[config.mk]
export PLATFORM = sky130hd
export DESIGN_NAME = eotr_timer_relay
export DESIGN_NICKNAME = d
export VERILOG_FILES = /design/src/core/eotr_pkg.sv /design/src/core/eotr_sync.sv /design/src/core/eotr_timer_relay.sv
export SDC_FILE = /design/constraint.sdc
export NUM_CORES = 1
export LEC_CHECK = 0
export BUFFER_PORTS_ARGS = -buffer_cell sky130_fd_sc_hd__buf_2
export CAP_MARGIN = 10
export CORE_AREA = 2 2 91 180
export CTS_CLUSTER_SIZE = 28
export DETAILED_ROUTE_END_ITERATION = 16
export DIE_AREA = 0 0 93 182
export PLACE_DENSITY_LB_ADDON = 0.08
export SLEW_MARGIN = 40
export SYNTH_ARGS = -nofsm -noshare
export SYNTH_HDL_FRONTEND = slang
export SYNTH_SLANG_ARGS = --single-unit
[constraint.sdc]
create_clock -name clk_in -period 2.23 [get_ports clk_in]
set_clock_uncertainty 0.1 [all_clocks]
set_input_delay 0.5575 -clock clk_in [delete_from_list [all_inputs] [get_ports clk_in]]
set_output_delay 0.5575 -clock clk_in [all_outputs]
set_load 0.005 [all_outputs]
[src/core/eotr_pkg.sv]
package eotr_pkg;
   // ------------------------------------------------------------
   // Clock and timing
   // ------------------------------------------------------------
   localparam int unsigned CLK_FREQ_HZ         = 200_000_000;
   localparam int unsigned TICK_RATE_HZ        = 128;
   localparam int unsigned TICK_CYCLES         = CLK_FREQ_HZ / TICK_RATE_HZ;
   localparam int unsigned RELAY_MIN_OFF_MS    = 27;
   localparam int unsigned RELAY_MIN_OFF_CYCLES =
      (CLK_FREQ_HZ / 1000) * RELAY_MIN_OFF_MS;
   // ------------------------------------------------------------
   // Widths, positions and reset values
   // ------------------------------------------------------------
   localparam int unsigned COUNT_W       = 24;
   localparam int unsigned THRESH_W      = 16;
   localparam int unsigned THRESH_SHIFT  = 8;
   localparam int unsigned BYTE_W        = 8;
   localparam logic [23:0] COUNT_RESET   = 24'h000000;
   localparam logic [23:0] COUNT_FULL    = 24'hFFFFFF;
   localparam logic [15:0] THRESH_RESET  = 16'h0000;
   localparam logic        SRC_KEY       = 1'b0;
   localparam logic        SRC_CMD       = 1'b1;
   // Operating status 0 bit positions
   localparam int unsigned OS0_RELAY_BIT = 0;
   localparam int unsigned OS0_WAKE_BIT  = 1;
   // Operating status 1 bit positions
   localparam int unsigned OS1_SBRES_BIT = 0;
   // ------------------------------------------------------------
   // Relay protection states
   // ------------------------------------------------------------
   typedef enum logic [1:0] {
      EOTR_RLY_IDLE  = 2'b00,
      EOTR_RLY_TRIP  = 2'b01,
      EOTR_RLY_WAIT  = 2'b10
   } eotr_rly_e;
endpackage

[src/core/eotr_sync.sv]
`timescale 1ns/1ps
`default_nettype none
module eotr_sync #(
   parameter int unsigned WIDTH = 1
) (
   input  wire logic             clk_in,
   input  wire logic             reset_n_in,
   input  wire logic [WIDTH-1:0] async_in,
   output logic      [WIDTH-1:0] sync_out
);
   logic [WIDTH-1:0] meta_q;

   // ------------------------------------------------------------
   // Two-stage level synchroniser
   // ------------------------------------------------------------
   always_ff @(posedge clk_in or negedge reset_n_in) begin
      if (!reset_n_in) begin
         meta_q   <= '0;
         sync_out <= '0;
      end else begin
         meta_q   <= async_in;
         sync_out <= meta_q;
      end
   end
endmodule
`default_nettype wire

[src/core/eotr_timer_relay.sv]
// Notes on behaviour
// - Relay stays on during main undervoltage
// - Start-up: key wake or low battery
// - Key low: relay follows relay_on_cmd
// - Key high: relay on unless fault or off time active
// - Relay state readable in operating_status_0
// - Fault turns relay off, retry delayed
// - Minimum off time 27 ms typical
// - Timer runs only when enable pin high
// - Count 1/128 s steps, saturate
// - Counter readable across three byte registers
// - Zero threshold disables compare, 2 s steps
// - Match sets timer_wake_flag and wake
// - Wake clear only when not matching
// - Start source select: key or command
// - Start clears counter and begins counting
// - Standby flag set at power-up, start clears
// - Wake and reads never pause counting
// - Standby power-up zeroes counter, threshold
// - Other resets keep counter value
// - ECU reset clears threshold registers
// - Standby reset halts and zeroes counter
// - Bulk read returns timer status together
`timescale 1ns/1ps
`default_nettype none
module eotr_timer_relay
   import eotr_pkg::*;
#(
   parameter int unsigned TICK_DIV     = eotr_pkg::TICK_CYCLES,
   parameter int unsigned RELAY_OFF_CY = eotr_pkg::RELAY_MIN_OFF_CYCLES
) (
   input  wire logic        clk_in,
   input  wire logic        reset_n_in,
   input  wire logic        ecu_por_n_in,
   input  wire logic        key_pin_in,
   input  wire logic        wake_pin_in,
   input  wire logic        bus_wake_in,
   input  wire logic        timer_enable_pin_in,
   input  wire logic        main_uv_in,
   input  wire logic        bat_low_in,
   input  wire logic        relay_fault_in,
   input  wire logic        startup_in,
   input  wire logic        relay_on_cmd_in,
   input  wire logic        relay_cmd_wr_in,
   input  wire logic        wake_clear_cmd_in,
   input  wire logic        timer_start_cmd_in,
   input  wire logic        start_source_select_in,
   input  wire logic [15:0] threshold_in,
   input  wire logic        threshold_wr_in,
   input  wire logic        timer_bulk_read_in,
   output logic             main_relay_output_out,
   output logic [7:0]       operating_status_0_out,
   output logic [7:0]       operating_status_1_out,
   output logic [7:0]       counter_status_low_out,
   output logic [7:0]       counter_status_mid_out,
   output logic [7:0]       counter_status_high_out,
   output logic [23:0]      timer_bulk_out,
   output logic             timer_bulk_valid_out,
   output logic             timer_wake_out,
   output logic             timer_wake_flag_out,
   output logic             standby_reset_flag_out
);
   import eotr_pkg::*;

   localparam int unsigned TICK_W = $clog2(TICK_DIV + 1);
   localparam int unsigned OFF_W  = $clog2(RELAY_OFF_CY + 1);
   localparam logic [TICK_W-1:0] TICK_LAST = TICK_W'(TICK_DIV - 1);
   localparam logic [OFF_W-1:0]  OFF_LAST  = OFF_W'(RELAY_OFF_CY - 1);

   logic [5:0]          pins_s;
   logic                key_s;
   logic                wake_s;
   logic                ten_s;
   logic                uv_s;
   logic                batlow_s;
   logic                fault_s;
   logic                ecu_rst_s;
   logic                key_prev_q;
   logic                start_ev;
   logic [TICK_W-1:0]   tick_q;
   logic                tick;
   logic [COUNT_W-1:0]  count_q;
   logic                running_q;
   logic [THRESH_W-1:0] thresh_q;
   logic                cmp_mode;
   logic                match;
   logic                wake_q;
   logic                sbres_q;
   logic                relay_cmd_q;
   logic                relay_q;
   logic                relay_d;
   eotr_rly_e           rly_q;
   logic [OFF_W-1:0]    off_q;

   // ------------------------------------------------------------
   // Pin synchronisers
   // ------------------------------------------------------------
   eotr_sync #(
      .WIDTH (6)
   ) u_sync (
      .clk_in     (clk_in),
      .reset_n_in (reset_n_in),
      .async_in   ({~ecu_por_n_in, key_pin_in, timer_enable_pin_in,
                    main_uv_in, bat_low_in, relay_fault_in}),
      .sync_out   (pins_s)
   );
   assign key_s    = pins_s[4];
   assign ten_s    = pins_s[3];
   assign uv_s     = pins_s[2];
   assign batlow_s = pins_s[1];
   assign fault_s  = pins_s[0];
   assign wake_s   = wake_pin_in;

   // ECU reset is separate from standby reset; kept off the counter
   assign ecu_rst_s = pins_s[5];

   // ------------------------------------------------------------
   // Start event and tick
   // ------------------------------------------------------------
   always_ff @(posedge clk_in or negedge reset_n_in) begin
      if (!reset_n_in) begin
         key_prev_q <= 1'b0;
      end else begin
         key_prev_q <= key_s;
      end
   end

   assign start_ev = ten_s &&
      ((start_source_select_in == SRC_KEY) ? (key_prev_q && !key_s)
                                           : timer_start_cmd_in);

   always_ff @(posedge clk_in or negedge reset_n_in) begin
      if (!reset_n_in) begin
         tick_q <= '0;
      end else if (start_ev || !ten_s || tick_q == TICK_LAST) begin
         tick_q <= '0;
      end else begin
         tick_q <= tick_q + 1'b1;
      end
   end
   assign tick = ten_s && (tick_q == TICK_LAST);

   // ------------------------------------------------------------
   // Counter
   // ------------------------------------------------------------
   // Standby reset is reset_n_in; ECU reset never touches this
   always_ff @(posedge clk_in or negedge reset_n_in) begin
      if (!reset_n_in) begin
         count_q   <= COUNT_RESET;
         running_q <= 1'b0;
      end else if (start_ev) begin
         count_q   <= COUNT_RESET;
         running_q <= 1'b1;
      end else if (tick && running_q && count_q != COUNT_FULL) begin
         count_q   <= count_q + 1'b1;
      end
   end

   // ------------------------------------------------------------
   // Threshold and comparator
   // ------------------------------------------------------------
   always_ff @(posedge clk_in or negedge reset_n_in) begin
      if (!reset_n_in) begin
         thresh_q <= THRESH_RESET;
      end else if (ecu_rst_s) begin
         thresh_q <= THRESH_RESET;
      end else if (threshold_wr_in) begin
         thresh_q <= threshold_in;
      end
   end

   assign cmp_mode = (thresh_q != THRESH_RESET);
   assign match    = cmp_mode &&
      (count_q[COUNT_W-1:THRESH_SHIFT] == thresh_q);

   // Set wins: clear is refused while the match persists anyway
   always_ff @(posedge clk_in or negedge reset_n_in) begin
      if (!reset_n_in) begin
         wake_q <= 1'b0;
      end else if (match) begin
         wake_q <= 1'b1;
      end else if (wake_clear_cmd_in) begin
         wake_q <= 1'b0;
      end
   end

   always_ff @(posedge clk_in or negedge reset_n_in) begin
      if (!reset_n_in) begin
         sbres_q <= 1'b1;
      end else if (start_ev) begin
         sbres_q <= 1'b0;
      end
   end

   // ------------------------------------------------------------
   // Main relay
   // ------------------------------------------------------------
   always_ff @(posedge clk_in or negedge reset_n_in) begin
      if (!reset_n_in) begin
         relay_cmd_q <= 1'b0;
      end else if (startup_in) begin
         relay_cmd_q <= key_s || batlow_s;
      end else if (relay_cmd_wr_in) begin
         relay_cmd_q <= relay_on_cmd_in;
      end
   end

   // Protection off time guards against repetitive switching damage
   always_ff @(posedge clk_in or negedge reset_n_in) begin
      if (!reset_n_in) begin
         rly_q <= EOTR_RLY_IDLE;
         off_q <= '0;
      end else begin
         case (rly_q)
            EOTR_RLY_IDLE: begin
               if (fault_s) begin
                  rly_q <= EOTR_RLY_TRIP;
                  off_q <= '0;
               end
            end
            EOTR_RLY_TRIP: begin
               if (off_q != OFF_LAST) begin
                  off_q <= off_q + 1'b1;
               end else begin
                  rly_q <= EOTR_RLY_WAIT;
               end
            end
            EOTR_RLY_WAIT: begin
               if (!fault_s) begin
                  rly_q <= EOTR_RLY_IDLE;
               end
            end
            default: begin
               rly_q <= EOTR_RLY_IDLE;
            end
         endcase
      end
   end

   // Undervoltage has no effect: relay keeps its last demand
   always_comb begin
      relay_d = (key_s || relay_cmd_q) && (rly_q == EOTR_RLY_IDLE)
                && !fault_s;
   end

   always_ff @(posedge clk_in or negedge reset_n_in) begin
      if (!reset_n_in) begin
         relay_q <= 1'b0;
      end else begin
         relay_q <= relay_d;
      end
   end

   // ------------------------------------------------------------
   // Status outputs
   // ------------------------------------------------------------
   always_ff @(posedge clk_in or negedge reset_n_in) begin
      if (!reset_n_in) begin
         main_relay_output_out   <= 1'b0;
         operating_status_0_out  <= 8'h00;
         operating_status_1_out  <= 8'h00;
         counter_status_low_out  <= 8'h00;
         counter_status_mid_out  <= 8'h00;
         counter_status_high_out <= 8'h00;
         timer_wake_out          <= 1'b0;
         timer_wake_flag_out     <= 1'b0;
         standby_reset_flag_out  <= 1'b0;
      end else begin
         main_relay_output_out   <= relay_q;
         operating_status_0_out  <= 8'h00;
         operating_status_0_out[OS0_RELAY_BIT] <= relay_q;
         operating_status_0_out[OS0_WAKE_BIT]  <= wake_q;
         operating_status_1_out  <= 8'h00;
         operating_status_1_out[OS1_SBRES_BIT] <= sbres_q;
         counter_status_low_out  <= count_q[7:0];
         counter_status_mid_out  <= count_q[15:8];
         counter_status_high_out <= count_q[23:16];
         timer_wake_out          <= match && !wake_q;
         timer_wake_flag_out     <= wake_q;
         standby_reset_flag_out  <= sbres_q;
      end
   end

   // Snapshot of all three bytes at once avoids torn reads
   always_ff @(posedge clk_in or negedge reset_n_in) begin
      if (!reset_n_in) begin
         timer_bulk_out       <= COUNT_RESET;
         timer_bulk_valid_out <= 1'b0;
      end else begin
         timer_bulk_valid_out <= timer_bulk_read_in;
         if (timer_bulk_read_in) begin
            timer_bulk_out <= count_q;
         end
      end
   end

   // ------------------------------------------------------------
   // Assertions
   // ------------------------------------------------------------
   key_forces_on_a: assert property (@(posedge clk_in)
      disable iff (!reset_n_in)
      (key_s && rly_q == EOTR_RLY_IDLE && !fault_s) |=> relay_q)
      else $error("relay not on with key high");

   cmd_follows_a: assert property (@(posedge clk_in)
      disable iff (!reset_n_in)
      (!key_s && rly_q == EOTR_RLY_IDLE && !fault_s)
      |=> (relay_q == $past(relay_cmd_q)))
      else $error("relay not following command");

   others_ignored_a: assert property (@(posedge clk_in)
      disable iff (!reset_n_in)
      (!key_s && !relay_cmd_q && (wake_s || bus_wake_in)) |=> !relay_q)
      else $error("relay switched by other wake");

   uv_keeps_on_a: assert property (@(posedge clk_in)
      disable iff (!reset_n_in)
      (uv_s && relay_cmd_q && !fault_s && rly_q == EOTR_RLY_IDLE) |=> relay_q)
      else $error("relay dropped in undervoltage");

   fault_off_a: assert property (@(posedge clk_in)
      disable iff (!reset_n_in)
      fault_s |=> !relay_q)
      else $error("relay on during fault");

   status_relay_a: assert property (@(posedge clk_in)
      disable iff (!reset_n_in)
      operating_status_0_out[OS0_RELAY_BIT] == $past(relay_q))
      else $error("relay status mismatch");

   count_sat_a: assert property (@(posedge clk_in)
      disable iff (!reset_n_in)
      (count_q == COUNT_FULL && !start_ev) |=> count_q == COUNT_FULL)
      else $error("counter wrapped");

   start_clear_a: assert property (@(posedge clk_in)
      disable iff (!reset_n_in)
      start_ev |=> (count_q == COUNT_RESET && !sbres_q))
      else $error("start did not clear");

   match_wake_a: assert property (@(posedge clk_in)
      disable iff (!reset_n_in)
      match |=> wake_q)
      else $error("wake flag not set");

   clear_wake_a: assert property (@(posedge clk_in)
      disable iff (!reset_n_in)
      (wake_clear_cmd_in && !match) |=> !wake_q)
      else $error("wake flag not cleared");

   zero_thresh_a: assert property (@(posedge clk_in)
      disable iff (!reset_n_in)
      (thresh_q == THRESH_RESET && !wake_q) |=> !wake_q)
      else $error("compare active at zero");

   ecu_thresh_a: assert property (@(posedge clk_in)
      disable iff (!reset_n_in)
      ecu_rst_s |=> thresh_q == THRESH_RESET)
      else $error("threshold kept over ecu reset");

   disabled_hold_a: assert property (@(posedge clk_in)
      disable iff (!reset_n_in)
      !ten_s |=> $stable(count_q))
      else $error("counter moved while disabled");
endmodule
`default_nettype wire

==> results.md <==
- Failing checks: negative setup slack
- Mux cell area share after synthesis: 0.07473
- Via density: 5.260
- Tcrit/Tclk final: 1.075
- TritonCTS Sinks: 155
- Synth Area in XOR/XNOR: 0.04359
- Vias: 5139
- Post-Synth Adder-Cell Area: 0.005495
- DRT Pass-1 Iters: 4
- VDD IR max: 503.8 uV
- CP Max Fanout: 4
- GRT Total Usage: 0.1941
- Total of warnings raised by yosys: 0
- Hold crit path type: primary input to flip-flop
- Worst path required time: 2.48 ns
- Crit. End Element: flip-flop
- Slowest-stage cell, CP: or4_4
- Synth area leader: dfrtp_1
- Compound-Gate Fraction of Synth Area: 0.08040
- Placer Congestion: 0.7857
- Syn Area/Cell: 11.14 um^2
- Starting Density: 0.4375
- Combinational family with the most area after synthesis: simple AND/OR/NAND/NOR gates
- Post-synth cell types: 51
- CTS clk-pin slew, worst paths: 0.07 ns
- Max Slew Vio Count: 0
- CP Launch Type: flip-flop
- TritonCTS Buffers: 17
- EDFF count, synth: 0
- Most frequent cells in the layout: 154 x dfrtp_1, 85 x buf_2, 59 x buf_4, 49 x nor2_1, 44 x nand2_1
- Worst slew pin tran: 0.5703 ns
- Max_slew headroom: 0.6198
- Synth Register Bits: 155
- Critical path type: flip-flop to flip-flop
- Max Fclk: 417.0 MHz
- Tmin final: 2.398 ns
- Die area: 16930 um^2
- Vias in the first global route: 5119
- RSZ-0062 raised after global routing: yes
- Area growth syn-to-layout: 29.60%
- HPWL Detailed: 10.51 mm
- Pin count of the biggest net entering global routing: 48
- Max incr delay on CP: 0.55 ns
- Antenna violations before repair: 0
- Max-cap violations: 0
- ANT cells: 0
- Power Dens Cells: 708.2 nW/um^2
- Port Buffers: 86
- Crit path DAT: 2.65 ns
- Commonest non-fill, non-tap cell in the layout: dfrtp_1
- Ports: 103
- Core area: 15620 um^2
- Crit-path cells: or4_4 -> nor4_4 -> buf_4 -> nand4b_1 -> buf_4 -> or4_4 -> a21oi_2
- Synth Area in Simple Gates: 0.1866
- Synth Flop Type: dfrtp_1
- Area share of the largest cell type after synthesis: 0.5641
- First-pass GRT wire length: 25.79 mm
- Drt first-iter violations: 250
- Outcome: finished, violations left
- Post-Place Cells: 937
- Drt total wl: 15.67 mm
- R2r worst-path depth: 7
- WHS: 0.1331 ns
- Setup ws final: -0.1680 ns
- Htree depth: 4
- Die Wd: 93 um
- Largest cells by area after synthesis: dfrtp_1 56%, mux2_2 4.0%, mux2i_1 3.5%, nor2_1 2.7%, xnor2_1 2.7%
- Hold depth: 1
- CTS tree: built
- FF-to-FF setup slack: -0.17 ns
- Leakage power: 4.193 nW
- WL/cell: 16.04 um
- Syn Inst Count: 613
- Setup violators final: 23
- Nets: 800
- Grt ovf: 0
- Register area share after synthesis: 0.5679
- Hold Fails Final Rpt: 0
- Die Ht: 182 um
- DRC violations left: 0
- Final non-filler cell total: 977
- Async S/R FF share, synth: 1.000
- Row count: 65
- Post-Syn Area: 6832 um^2
- Worst-Skew Late Latency: 0.42 ns
- Root buffer cell: clkbuf_16
- CTS Buffer Depth: 2
- Post-DRT Antenna Nets: 0
- Share of cells above drive strength 1: 0.3312
[state kept, by name (all words and copies together) (netlist names)]
register	count
count_q	24
timer_bulk_out	24
off_q	23
tick_q	21
thresh_q	16
counter_status_high_out	8
counter_status_low_out	8
counter_status_mid_out	8
u_sync.meta_q	5
u_sync.sync_out	5
operating_status_0_out	2
rly_q	2
key_prev_q	1
operating_status_1_out	1
relay_cmd_q	1
relay_q	1
running_q	1
sbres_q	1
timer_bulk_valid_out	1
timer_wake_out	1
wake_q	1
[stage by stage]
step	area, um^2	util	setup TNS, ns	power (mW)	setup WS, ns
2_1_floorplan	6879	-	0	3.325	0.001899
6_report	8853	0.5670	-2.039	6.270	-0.1680
5_1_grt	8853	0.5670	-4.140	6.559	-0.2513
3_3_place_gp	7950	0.5091	-3.011	3.524	-0.2353
3_5_place_dp	7950	0.5091	-3.644	3.532	-0.2691
4_1_cts	8636	0.5530	-2.097	6.370	-0.1679
[timing repair]
action	4_1_cts	5_1_grt
setup endpoints to repair	24	37
resized for setup	14	33
hold buffers	1	0
endpoints found under the hold margin	43	0
pin swaps	9	22
gates cloned	0	2
setup buffers	3	2
[layer usage]
| metal | part of all wire | track usage | vias to the layer above |
|---|---|---|---|
| met4 | 0.015 | 0.06529 | 0 |
| met3 | 0.042 | 0.04564 | 16 |
| met2 | 0.49 | 0.3075 | 105 |
| li1 | - | - | 2497 |
| met1 | 0.45 | 0.2623 | 2521 |
| met5 | 0 | 0 | - |
[cells by family after synthesis]
logic type	after synthesis
adders and majority gates	3
and+or+nand+nor	234
other	1
buffers and inverters	52
DFF	155
muxes	48
xor gates and xnor gates	34
AOI/OAI and AO/OA	86
[power breakdown]
part,total (mW),internal (mW),switching [mW]
combinational,0.459,0.201,0.258
sequential,3.02,2.92,0.102
clock,2.79,1.53,1.26
[final timing paths]
| path | start | end |
|---|---|---|
| worst max-delay path | tick_q[11]$_DFF_PN0_ | count_q[15]$_DFFE_PN0P_ |
| worst min-delay path | timer_enable_pin_in | u_sync.meta_q[3]$_DFF_PN0_ |
| worst max register to register | tick_q[11]$_DFF_PN0_ | count_q[15]$_DFFE_PN0P_ |
| worst min register to register | u_sync.meta_q[5]$_DFF_PN0_ | u_sync.sync_out[5]$_DFF_PN0_ |
| max in group asynchronous | reset_n_in | u_sync.sync_out[0]$_DFF_PN0_ |
| min in group asynchronous | reset_n_in | timer_bulk_out[12]$_DFFE_PN0P_ |
[cells in the mapped netlist, types with 2 or more instances]
master and n:
a31oi_1 6, a21boi_0 2, nor2b_1 4, o21ai_0 7, o311ai_0 3, nor4b_1 2, or3_1 7, nor3_1 4
nor4_1 11, and3_1 11, dfrtp_1 154, o31ai_1 20, buf_2 6, nand3_1 29, mux2i_1 24, o211ai_1 2
buf_6 2, nand2_1 45, buf_4 16, xor2_1 13, o41ai_1 3, inv_1 9, nor4_2 2, and2_1 5
mux2_2 24, a2bb2oi_1 2, nand4_1 21, nor3b_1 4, nor2_1 49, buf_1 3, nand2b_1 5, clkbuf_1 16
xnor2_1 21, a21oi_1 33, o21a_1 3, or4_1 23, ha_1 3, and4_1 6
[critical path: cells and delay by family, from the launching register on]
kind / cells / cell delay [ns]
compound gates: 1 / 0.12
simple gates: 4 / 1.37
buf+inv: 2 / 0.36
flops: 1 / 0.39
[layout make-up]
cell class              instances  area [um^2]
inverters                       9        33.78
fillers                      1382         6761
flip-flops and latches        155         3880
repair buffers                162         1171
well taps                     201        251.5
multi-input cells             418         2940
clock buffers                  19        452.9
clock inverters                13        123.9
Power figures use the tool's default switching activity.
